<file path="src/hdl/dac_cfg_pkg.sv">
package dac_cfg_pkg;
	localparam int ADDR_W = 5;
	localparam int DATA_W = 8;
	localparam int SAMPLE_W = 16;
	localparam int PIN_CNT = 5;
	localparam logic [4:0] ADDR_CONFIG_B = 5'h03;
	localparam logic [4:0] ADDR_CONFIG_C = 5'h04;
	localparam logic [4:0] ADDR_SYNC = 5'h05;
	localparam logic [4:0] ADDR_FIXED_LO = 5'h06;
	localparam logic [4:0] ADDR_FIXED_HI = 5'h07;
	localparam logic [4:0] ADDR_BYPASS = 5'h08;
	localparam logic [4:0] ADDR_STEP0 = 5'h09;
	localparam logic [4:0] ADDR_STEP1 = 5'h0a;
	localparam logic [4:0] ADDR_STEP3 = 5'h0b;
	localparam logic [4:0] ADDR_STEP2 = 5'h0c;
	localparam logic [4:0] ADDR_PHASE0 = 5'h0d;
	localparam logic [4:0] ADDR_PHASE1 = 5'h0e;
	localparam logic [4:0] ADDR_TRIM_A = 5'h0f;
	localparam logic [4:0] ADDR_TRIM_B = 5'h10;
	localparam logic [7:0] RST_CONFIG_B = 8'h80;
	localparam logic [7:0] RST_STEP2 = 8'h40;
	localparam logic [7:0] RST_ZERO = 8'h00;
	// Datapath config B fields
	localparam int OSC_EN_BIT = 7;
	localparam int OSC_GAIN_BIT = 6;
	localparam int QUAD_BIT = 5;
	localparam int MIX_HI = 4;
	localparam int MIX_LO = 1;
	localparam int ISINC_BIT = 0;
	// Datapath config C fields
	localparam int FOUR_WIRE_BIT = 7;
	localparam int FIXED_BIT = 6;
	localparam int HALF_BIT = 5;
	localparam int USB_BIT = 3;
	localparam int CNT_HI = 2;
	localparam int CNT_LO = 0;
	// Sync control fields
	localparam int DIV_SYNC_BIT = 7;
	localparam int ACC_SYNC_BIT = 6;
	localparam int MIX_SYNC_BIT = 5;
	localparam int FSYNC_HI = 4;
	localparam int FSYNC_LO = 2;
	// Coarse mixer families (upper two select bits)
	localparam logic [1:0] MIX_NONE = 2'h0;
	localparam logic [1:0] MIX_HALF = 2'h1;
	localparam logic [1:0] MIX_QUARTER = 2'h2;
	localparam logic [1:0] MIX_NEG_QUARTER = 2'h3;
	// Counter source codes
	localparam logic [2:0] CNT_ALL = 3'h4;
	localparam logic [2:0] CNT_LSB = 3'h5;
	localparam logic [2:0] CNT_MID = 3'h6;
	localparam logic [2:0] CNT_MSB = 3'h7;
	localparam int CNT_LSB_W = 7;
	localparam int CNT_FIELD_W = 5;
	localparam int CNT_MID_POS = 6;
	localparam int CNT_MSB_POS = 11;
	// Sync pin indices and FIFO sync codes
	localparam int PIN_TXEN = 0;
	localparam int PIN_STROBE = 1;
	localparam int PIN_BFLAG = 2;
	localparam int PIN_B15 = 3;
	localparam int PIN_A15 = 4;
	localparam logic [2:0] FS_A15_ONCE = 3'h4;
	localparam logic [2:0] FS_SOFT = 3'h5;
	localparam logic [2:0] FS_OFF = 3'h6;
	localparam logic [2:0] FS_ON = 3'h7;
	localparam int MSB_BIT = 15;

	typedef struct packed {
		logic [15:0] a;
		logic [15:0] b;
	} sample_pair_t;
endpackage

</file>
<file path="src/hdl/dac_datapath_config_regs.sv">
`timescale 1ns/1ps
`default_nettype none
// Operation
// Config B bit 7 enables oscillator mixer; register resets to 0x80.
// Oscillator gain bit doubles oscillator mixer output, else unity gain.
// Quadrature gain/phase correction applied only while its enable bit is set.
// Four-bit coarse mix select; upper bits 00 pass A and B unchanged.
// Codes 01xx alternate signs each sample; bit1 starts A plus, bit0 B.
// Codes 10xx give A +A,-B,-A,+B and B +B,+A,-B,-A; bits negate.
// Codes 11xx give A +A,+B,-A,-B and B +B,-A,-B,+A; bits negate.
// Inverse-sinc filter inserted when its bit is set, bypassed when clear.
// Four-wire select bit picks four-wire port, else three-wire shared data.
// Fixed-sample bit replaces both channels with word from 0x07:0x06.
// Half-rate mode carries channel A samples over both input buses.
// Sideband bit inverts channel B data for upper sideband output.
// Counter source field: 0xx off, 100 all, 101 7 LSBs, 110 mids, 111 MSBs.
// Divider resync bit: strobe rising edge initialises clock dividers.
// Accumulator resync bit: strobe rising edge clears oscillator phase accumulator.
// Coarse mixer resync bit: strobe rising edge restarts the sign sequence.
// Rising edge of selected sync source resets both FIFO pointers.
// Code 100 uses only first port A bit 15 transition, then ignores.
// Code 101 software write sync, 110 never, 111 always active.
// Frequency word bytes at 0x09,0x0a,0x0c,0x0b; byte at 0x0c resets 0x40.
// Phase offset word low byte at 0x0d, high byte at 0x0e.
// Channel B trim low byte write waits until channel A trim write.
// Software leaves the factory bypass mask register at zero.
// Coarse mixer steps once per sample, wraps after four, restarts at step zero.
module dac_datapath_config_regs (
	input  wire logic        ref_clk,
	input  wire logic        rst_n,
	input  wire logic        clk_en,
	input  wire logic        reg_wr,
	input  wire logic [4:0]  reg_addr,
	input  wire logic [7:0]  reg_wdata,
	output logic      [7:0]  reg_rdata,
	input  wire logic [15:0] port_a_bus,
	input  wire logic [15:0] port_b_bus,
	input  wire logic        tx_enable_pin,
	input  wire logic        phase_strobe_pin,
	input  wire logic        b_sample_flag_pin,
	output logic      [15:0] chan_a_out,
	output logic      [15:0] chan_b_out,
	output logic             osc_enable,
	output logic             quad_corr_enable,
	output logic             inverse_sinc_enable,
	output logic             four_wire_port_select,
	output logic             half_rate_enable,
	output logic      [7:0]  factory_bypass_mask,
	output logic      [31:0] osc_freq_word,
	output logic      [15:0] osc_phase_word,
	output logic      [31:0] osc_phase_acc,
	output logic      [7:0]  chan_a_trim,
	output logic      [7:0]  chan_b_trim,
	output logic             divider_resync,
	output logic             fifo_ptr_reset
);
	localparam logic [4:0] FIRST = dac_cfg_pkg::ADDR_CONFIG_B;
	localparam logic [4:0] LAST = dac_cfg_pkg::ADDR_TRIM_B;

	logic [7:0]             regs_reg [FIRST:LAST];
	logic [7:0]             trim_b_reg;
	logic [1:0]             step_reg;
	logic [15:0]            count_reg;
	logic                   half_phase_reg;
	logic                   one_shot_armed_reg;
	logic                   soft_sync_reg;
	logic [31:0]            acc_reg;
	logic [dac_cfg_pkg::PIN_CNT-1:0] pins;
	logic [dac_cfg_pkg::PIN_CNT-1:0] sync1_reg;
	logic [dac_cfg_pkg::PIN_CNT-1:0] sync2_reg;
	logic [dac_cfg_pkg::PIN_CNT-1:0] sync3_reg;
	logic [dac_cfg_pkg::PIN_CNT-1:0] level_reg;
	logic [dac_cfg_pkg::PIN_CNT-1:0] rise;
	logic [7:0]             cfg_b;
	logic [7:0]             cfg_c;
	logic [7:0]             sync_ctl;
	logic [3:0]             mix_sel;
	logic [2:0]             cnt_sel;
	logic [2:0]             fsync_sel;
	logic                   strobe_rise;
	logic                   mix_restart;
	logic                   fsync_fire;
	dac_cfg_pkg::sample_pair_t src;
	dac_cfg_pkg::sample_pair_t gained;
	dac_cfg_pkg::sample_pair_t mixed;

	function automatic logic [7:0] reset_value(input logic [4:0] a);
		if (a == dac_cfg_pkg::ADDR_CONFIG_B) begin
			return dac_cfg_pkg::RST_CONFIG_B;
		end
		if (a == dac_cfg_pkg::ADDR_STEP2) begin
			return dac_cfg_pkg::RST_STEP2;
		end
		return dac_cfg_pkg::RST_ZERO;
	endfunction

	function automatic logic wr_hit(input logic [4:0] a);
		return clk_en && reg_wr && (reg_addr == a);
	endfunction

	function automatic dac_cfg_pkg::sample_pair_t coarse_mix(
		input logic [3:0]  sel,
		input logic [1:0]  step,
		input dac_cfg_pkg::sample_pair_t s
	);
		dac_cfg_pkg::sample_pair_t r;
		r = s;
		case (sel[3:2])
			dac_cfg_pkg::MIX_NONE: begin
				r = s;
			end
			dac_cfg_pkg::MIX_HALF: begin
				r.a = (sel[1] ^ step[0]) ? s.a : -s.a;
				r.b = (sel[0] ^ step[0]) ? s.b : -s.b;
			end
			dac_cfg_pkg::MIX_QUARTER: begin
				case (step)
					2'h0: begin
						r.a = s.a;
						r.b = s.b;
					end
					2'h1: begin
						r.a = -s.b;
						r.b = s.a;
					end
					2'h2: begin
						r.a = -s.a;
						r.b = -s.b;
					end
					default: begin
						r.a = s.b;
						r.b = -s.a;
					end
				endcase
				if (sel[1]) begin
					r.a = -r.a;
				end
				if (sel[0]) begin
					r.b = -r.b;
				end
			end
			default: begin
				case (step)
					2'h0: begin
						r.a = s.a;
						r.b = s.b;
					end
					2'h1: begin
						r.a = s.b;
						r.b = -s.a;
					end
					2'h2: begin
						r.a = -s.a;
						r.b = -s.b;
					end
					default: begin
						r.a = -s.b;
						r.b = s.a;
					end
				endcase
				if (sel[1]) begin
					r.a = -r.a;
				end
				if (sel[0]) begin
					r.b = -r.b;
				end
			end
		endcase
		return r;
	endfunction

	// Register file; channel B trim entry holds the pending value
	generate
		for (genvar i = FIRST; i <= LAST; i++) begin : g_reg
			always_ff @(posedge ref_clk or negedge rst_n) begin
				if (!rst_n) begin
					regs_reg[i] <= reset_value(5'(i));
				end else if (wr_hit(5'(i))) begin
					regs_reg[i] <= reg_wdata;
				end
			end
		end
	endgenerate

	always_ff @(posedge ref_clk or negedge rst_n) begin
		if (!rst_n) begin
			reg_rdata <= dac_cfg_pkg::RST_ZERO;
		end else if (clk_en) begin
			if (reg_addr >= FIRST && reg_addr <= LAST) begin
				reg_rdata <= regs_reg[reg_addr];
			end else begin
				reg_rdata <= dac_cfg_pkg::RST_ZERO;
			end
		end
	end

	assign cfg_b = regs_reg[dac_cfg_pkg::ADDR_CONFIG_B];
	assign cfg_c = regs_reg[dac_cfg_pkg::ADDR_CONFIG_C];
	assign sync_ctl = regs_reg[dac_cfg_pkg::ADDR_SYNC];
	assign mix_sel = cfg_b[dac_cfg_pkg::MIX_HI:dac_cfg_pkg::MIX_LO];
	assign cnt_sel = cfg_c[dac_cfg_pkg::CNT_HI:dac_cfg_pkg::CNT_LO];
	assign fsync_sel = sync_ctl[dac_cfg_pkg::FSYNC_HI:dac_cfg_pkg::FSYNC_LO];

	assign osc_enable = cfg_b[dac_cfg_pkg::OSC_EN_BIT];
	assign quad_corr_enable = cfg_b[dac_cfg_pkg::QUAD_BIT];
	assign inverse_sinc_enable = cfg_b[dac_cfg_pkg::ISINC_BIT];
	assign four_wire_port_select = cfg_c[dac_cfg_pkg::FOUR_WIRE_BIT];
	assign half_rate_enable = cfg_c[dac_cfg_pkg::HALF_BIT];
	assign factory_bypass_mask = regs_reg[dac_cfg_pkg::ADDR_BYPASS];
	assign osc_freq_word = {regs_reg[dac_cfg_pkg::ADDR_STEP3],
		regs_reg[dac_cfg_pkg::ADDR_STEP2],
		regs_reg[dac_cfg_pkg::ADDR_STEP1],
		regs_reg[dac_cfg_pkg::ADDR_STEP0]};
	assign osc_phase_word = {regs_reg[dac_cfg_pkg::ADDR_PHASE1],
		regs_reg[dac_cfg_pkg::ADDR_PHASE0]};
	assign chan_a_trim = regs_reg[dac_cfg_pkg::ADDR_TRIM_A];
	assign chan_b_trim = trim_b_reg;
	assign osc_phase_acc = acc_reg;

	// Channel B trim takes the pending byte only when channel A trim is written
	always_ff @(posedge ref_clk or negedge rst_n) begin
		if (!rst_n) begin
			trim_b_reg <= dac_cfg_pkg::RST_ZERO;
		end else if (wr_hit(dac_cfg_pkg::ADDR_TRIM_A)) begin
			trim_b_reg <= regs_reg[dac_cfg_pkg::ADDR_TRIM_B];
		end
	end

	// Pin synchronisers; a level counts once stages two and three agree
	assign pins = {port_a_bus[dac_cfg_pkg::MSB_BIT], port_b_bus[dac_cfg_pkg::MSB_BIT],
		b_sample_flag_pin, phase_strobe_pin, tx_enable_pin};
	generate
		for (genvar p = 0; p < dac_cfg_pkg::PIN_CNT; p++) begin : g_pin
			always_ff @(posedge ref_clk or negedge rst_n) begin
				if (!rst_n) begin
					sync1_reg[p] <= 1'b0;
					sync2_reg[p] <= 1'b0;
					sync3_reg[p] <= 1'b0;
					level_reg[p] <= 1'b0;
				end else if (clk_en) begin
					sync1_reg[p] <= pins[p];
					sync2_reg[p] <= sync1_reg[p];
					sync3_reg[p] <= sync2_reg[p];
					if (sync2_reg[p] == sync3_reg[p]) begin
						level_reg[p] <= sync3_reg[p];
					end
				end
			end
			assign rise[p] = sync2_reg[p] && sync3_reg[p] && !level_reg[p];
		end
	endgenerate

	assign strobe_rise = clk_en && rise[dac_cfg_pkg::PIN_STROBE];
	assign mix_restart = strobe_rise && sync_ctl[dac_cfg_pkg::MIX_SYNC_BIT];
	assign divider_resync = strobe_rise && sync_ctl[dac_cfg_pkg::DIV_SYNC_BIT];

	// FIFO sync source selection
	always_comb begin
		fsync_fire = 1'b0;
		case (fsync_sel)
			3'h0: fsync_fire = rise[dac_cfg_pkg::PIN_TXEN];
			3'h1: fsync_fire = rise[dac_cfg_pkg::PIN_STROBE];
			3'h2: fsync_fire = rise[dac_cfg_pkg::PIN_BFLAG];
			3'h3: fsync_fire = rise[dac_cfg_pkg::PIN_B15];
			dac_cfg_pkg::FS_A15_ONCE: fsync_fire = rise[dac_cfg_pkg::PIN_A15] &&
				one_shot_armed_reg;
			dac_cfg_pkg::FS_SOFT: fsync_fire = soft_sync_reg;
			dac_cfg_pkg::FS_OFF: fsync_fire = 1'b0;
			default: fsync_fire = 1'b1;
		endcase
	end
	assign fifo_ptr_reset = fsync_fire && (clk_en || fsync_sel == dac_cfg_pkg::FS_ON);

	// One-shot rearms on any sync control write
	always_ff @(posedge ref_clk or negedge rst_n) begin
		if (!rst_n) begin
			one_shot_armed_reg <= 1'b1;
		end else if (wr_hit(dac_cfg_pkg::ADDR_SYNC)) begin
			one_shot_armed_reg <= 1'b1;
		end else if (clk_en && fsync_sel == dac_cfg_pkg::FS_A15_ONCE &&
			rise[dac_cfg_pkg::PIN_A15]) begin
			one_shot_armed_reg <= 1'b0;
		end
	end

	// Software sync pulses one cycle after any write while code 101 is selected
	always_ff @(posedge ref_clk or negedge rst_n) begin
		if (!rst_n) begin
			soft_sync_reg <= 1'b0;
		end else if (clk_en) begin
			soft_sync_reg <= reg_wr && fsync_sel == dac_cfg_pkg::FS_SOFT;
		end
	end

	// Oscillator phase accumulator
	always_ff @(posedge ref_clk or negedge rst_n) begin
		if (!rst_n) begin
			acc_reg <= '0;
		end else if (clk_en) begin
			if (strobe_rise && sync_ctl[dac_cfg_pkg::ACC_SYNC_BIT]) begin
				acc_reg <= '0;
			end else if (osc_enable) begin
				acc_reg <= acc_reg + osc_freq_word;
			end
		end
	end

	// Coarse mixer step, counter source and half-rate phase
	always_ff @(posedge ref_clk or negedge rst_n) begin
		if (!rst_n) begin
			step_reg <= 2'h0;
		end else if (clk_en) begin
			if (mix_restart) begin
				step_reg <= 2'h0;
			end else begin
				step_reg <= step_reg + 2'h1;
			end
		end
	end

	always_ff @(posedge ref_clk or negedge rst_n) begin
		if (!rst_n) begin
			count_reg <= '0;
			half_phase_reg <= 1'b0;
		end else if (clk_en) begin
			count_reg <= count_reg + 16'h0001;
			half_phase_reg <= half_rate_enable && !half_phase_reg;
		end
	end

	// Source select: counter, fixed word, or input buses
	always_comb begin
		src.a = half_rate_enable && half_phase_reg ? port_b_bus : port_a_bus;
		src.b = port_b_bus;
		if (cfg_c[dac_cfg_pkg::FIXED_BIT]) begin
			src.a = {regs_reg[dac_cfg_pkg::ADDR_FIXED_HI],
				regs_reg[dac_cfg_pkg::ADDR_FIXED_LO]};
			src.b = src.a;
		end
		case (cnt_sel)
			dac_cfg_pkg::CNT_ALL: src.a = count_reg;
			dac_cfg_pkg::CNT_LSB: src.a = {9'h000,
				count_reg[dac_cfg_pkg::CNT_LSB_W-1:0]};
			dac_cfg_pkg::CNT_MID: src.a = {5'h00,
				count_reg[dac_cfg_pkg::CNT_FIELD_W-1:0], 6'h00};
			dac_cfg_pkg::CNT_MSB: src.a = {count_reg[dac_cfg_pkg::CNT_FIELD_W-1:0],
				11'h000};
			default: src.a = src.a;
		endcase
		if (cnt_sel[2]) begin
			src.b = src.a;
		end
	end

	always_comb begin
		gained = src;
		if (osc_enable && cfg_b[dac_cfg_pkg::OSC_GAIN_BIT]) begin
			gained.a = {src.a[14:0], 1'b0};
			gained.b = {src.b[14:0], 1'b0};
		end
		mixed = coarse_mix(mix_sel, step_reg, gained);
	end

	always_ff @(posedge ref_clk or negedge rst_n) begin
		if (!rst_n) begin
			chan_a_out <= '0;
			chan_b_out <= '0;
		end else if (clk_en) begin
			chan_a_out <= mixed.a;
			chan_b_out <= cfg_c[dac_cfg_pkg::USB_BIT] ? -mixed.b : mixed.b;
		end
	end
endmodule // dac_datapath_config_regs
`default_nettype wire
</file>
<file path="config.mk">
export PLATFORM = sky130hd
export DESIGN_NAME = dac_datapath_config_regs
export DESIGN_NICKNAME = d
export VERILOG_FILES = /design/src/hdl/dac_cfg_pkg.sv /design/src/hdl/dac_datapath_config_regs.sv
export SDC_FILE = /design/constraint.sdc
export NUM_CORES = 1
export LEC_CHECK = 0
export ABC_AREA = 1
export BUFFER_PORTS_ARGS = -buffer_cell sky130_fd_sc_hd__buf_2
export CELL_PAD_IN_SITES_DETAIL_PLACEMENT = 1
export CELL_PAD_IN_SITES_GLOBAL_PLACEMENT = 2
export CORE_ASPECT_RATIO = 0.9
export CORE_MARGIN = 10
export CORE_UTILIZATION = 30
export DETAILED_ROUTE_END_ITERATION = 12
export PLACE_DENSITY_LB_ADDON = 0.12
export SLEW_MARGIN = 20
export SYNTH_ARGS = -nofsm -noshare
export SYNTH_HDL_FRONTEND = slang
export SYNTH_SLANG_ARGS = --single-unit
</file>
<file path="constraint.sdc">
create_clock -name ref_clk -period 3.5 [get_ports ref_clk]
set_input_delay 0.7 -clock ref_clk [delete_from_list [all_inputs] [get_ports ref_clk]]
set_output_delay 0.7 -clock ref_clk [all_outputs]
set_load 0.1 [all_outputs]
</file>
==> metrics.md <==
| Metric | Value |
|---|---|
| IR drop worst, VDD | `0.453 mV` |
| Post-DP HPWL | `71900 um` |
| Yosys warning count | `0` |
| CP Launch Type | `register` |
| Placement Cell Area | `0.0225 mm^2` |
| GRT Total Usage | `24.4%` |
| CTS hold repair buffers | `0` |
| Gate family responsible for the most delay along the worst path | `simple AND/OR/NAND/NOR gates` |
| Post-synth top area cell | `dfrtp_1` |
| Yosys top cell area share | `30.9%` |
| Nets@finish | `3385` |
| Crit Path Max Fanout | `7` |
| Measured slew at the worst slew-check pin | `0.976 ns` |
| Remaining antenna violation count | `0` |
| Max-slew violation count | `0` |
| Post-synth top cells | `nand2_1 (856), o21ai_0 (255), nand3_1 (254)` |
| Fmax | `266 MHz` |
| Hold WC Path Type | `in -> async` |
| First-pass DRT Iterations | `5` |
| Largest net degree at the start of global routing | `78` |
| WS Path Type | `reg -> reg` |
| Min Tclk post-route | `3.76 ns` |
| Most used DFF post-synth | `dfrtp_1` |
| Share of layout cells above drive strength 1 | `33.0%` |
| Core Area | `0.0613 mm^2` |
| CP arrival | `4.23 ns` |
| Syn_area_per_cell | `6.59 um^2` |
| Drt via density | `5.24` |
| Vias in the first global route | `21.8k` |
| Worst endpoint required time | `3.97 ns` |
| CTS sink count | `233` |
| Finished Layout Cells | `4101` |
| Async SR Flop Fraction | `100%` |
| Final wirelength | `91600 um` |
| Initial antenna violation count | `3` |
| Outcome | `finished, violations left` |
| Clock Skew | `0.0177 ns` |
| DRC violations left | `0` |
| CTS tree | `done` |
| Initial DRC Count | `1422` |
| I/O Buffers | `202` |
| Max clock buf depth | `3` |
| Grt met3 use | `4.95%` |
| Pleak | `12.8 nW` |
| FF-to-FF setup slack | `-0.26 ns` |
| Crit. End Element | `register` |
| Drt wl/cell | `22.3 um` |
| Initial Util | `30.4%` |
| Total CTS buffers | `29` |
| Gate Count Post-Synth | `2826` |
| GP Congestion | `0.939` |
| Worst Path Buf+Inv | `5` |
| CP max stage cell | `dfrtp_4` |
| H-tree Lvls | `1` |
| Clock transition at the registers of the reported paths | `0.06 ns` |
| Power Dens Cells | `778 mW/mm^2` |
| Met1 Use GR | `35.1%` |
| Worst-Skew Late Latency | `0.59 ns` |
| Worst path most repeated cell | `nand2_1` |
| Final Total Pwr | `0.0198 W` |
| Worst path max stage delay | `0.53 ns` |
| GRT overflow | `0` |
| Grt peak-use layer | `met2` |
| Boundary Pins | `203` |
| First-pass GRT wire length | `137000 um` |
| Flops & latches, synth | `233` |
| Final Core Density | `41.5%` |
| Total die area | `0.0725 mm^2` |
| Die X | `283 um` |
| RSZ-0062 raised after global routing | `true` |
| Via count | `21.5k` |
| Distinct cells, synth | `63` |
| Final Cell Area | `0.0255 mm^2` |
| Placed cells | `3988` |
| Top post-synthesis cells by area | `dfrtp_1 (31%), nand2_1 (17%), o21ai_0 (6.9%), nand3_1 (6.8%), inv_1 (4.9%)` |
| Violated checks | `negative setup slack` |
| Row Count | `86` |
| Max cap viols | `0` |
| Slew HR | `34.9%` |
| Most frequent cell after synthesis | `nand2_1` |
| Final hold vios | `0` |
| Fin worst setup slack | `-0.257 ns` |
| Setup Viol. Count Final | `18` |
| Period utilization | `107%` |
| Met2 usage | `36.5%` |
| EDFF count, synth | `0` |
| Syn_nets | `2927` |
| Clock root cell | `clkbuf_16` |
| Register area share after synthesis | `31.3%` |
| Chip height | `256 um` |
| Mapped Area | `0.0186 mm^2` |
| Area delta synth->final | `36.7%` |
cells by family (layout without fill, tap and decap cells):
logic type               count (synthesis)  after routing  synth area share (%)
multiplexers                             7              7                 0.423
flip-flops                             233            233                  31.3
other                                    0              3                     0
XOR/XNOR                                33             33                  1.55
AO/OA/AOI/OAI                          557            557                  17.1
AND/OR/NAND/NOR                       1477           1477                  34.8
adder cells (fa/ha/maj)                 49             49                  3.33
buffers and inverters                  470            950                  11.5
layout by cell type, fill, tap and decap left out, types with 37 or more instances in the layout:
cell type,synthesis,final
buf_4,72,374
a21oi_1,121,105
nand2_4,8,44
inv_2,30,43
nand2_1,856,743
nand3_2,8,42
dfrtp_1,230,223
nor2_1,161,134
nand2_2,43,116
ha_1,48,41
nand3_1,254,208
inv_1,243,225
o21ai_0,255,226
buf_2,18,199
nor3_1,53,51
o21ai_1,34,37
report_power, final:
group,internal (W),switching (W),leakage [nW]
Clock,0.00203,0.00129,0.515
Sequential,0.00324,0.000584,3.00
Combinational,0.00400,0.00869,9.31
worst paths after layout:
path,from,to,cells after the start
worst max-delay path,cfg_c[5],chan_b_out[15],30
worst min-delay path,rst_n,osc_phase_acc[27],1
worst max register to register,cfg_c[5],chan_b_out[15],30
worst min register to register,sync1_reg[2],sync1_reg[2],2
max in group asynchronous,rst_n,cfg_b[7],2
min in group ref_clk,phase_strobe_pin,sync1_reg[1],3
metrics by stage:
| step | TNS (ns) | hold WS (ns) | worst slack (ns) |
|---|---|---|---|
| 2_1_floorplan | -0.604 | 0.404 | -0.121 |
| 3_3_place_gp | -7.36 | 0.457 | -0.460 |
| 3_5_place_dp | -9.61 | 0.467 | -0.584 |
| 4_1_cts | -2.66 | 0.120 | -0.240 |
| 5_1_grt | -7.05 | 0.131 | -0.547 |
| 6_report | -2.46 | 0.0855 | -0.257 |
worst reg2reg max path: cells and delay by family, from the launching register on:
| kind | cells | cell delay, ns |
|---|---|---|
| buffers and inverters | 5 | 0.65 |
| DFF | 1 | 0.53 |
| and+or+nand+nor | 25 | 2.50 |
cell type report:
class	instances	area [um^2]
clock buffer	38	820
fill	7752	35900
timing repair buffer	615	4410
inverter	282	1080
clock inverter	15	234
tap	792	991
multi-input combinational	2123	12100
sequential	233	5850
antenna	3	7.51
what timing repair did:
action	CTS	global route
pin swaps	55	161
buffers inserted	16	45
gates resized for setup	88	322
endpoints found under the setup margin	31	37
per-layer routing:
| metal | vias to the layer above | share of wire [%] |
|---|---|---|
| li1 | 10200 | - |
| met1 | 10700 | 48 |
| met2 | 498 | 43 |
| met3 | 103 | 6.3 |
| met4 | 2 | 2.4 |
| met5 | - | 0.060 |
(Power assumes the default switching activity.)
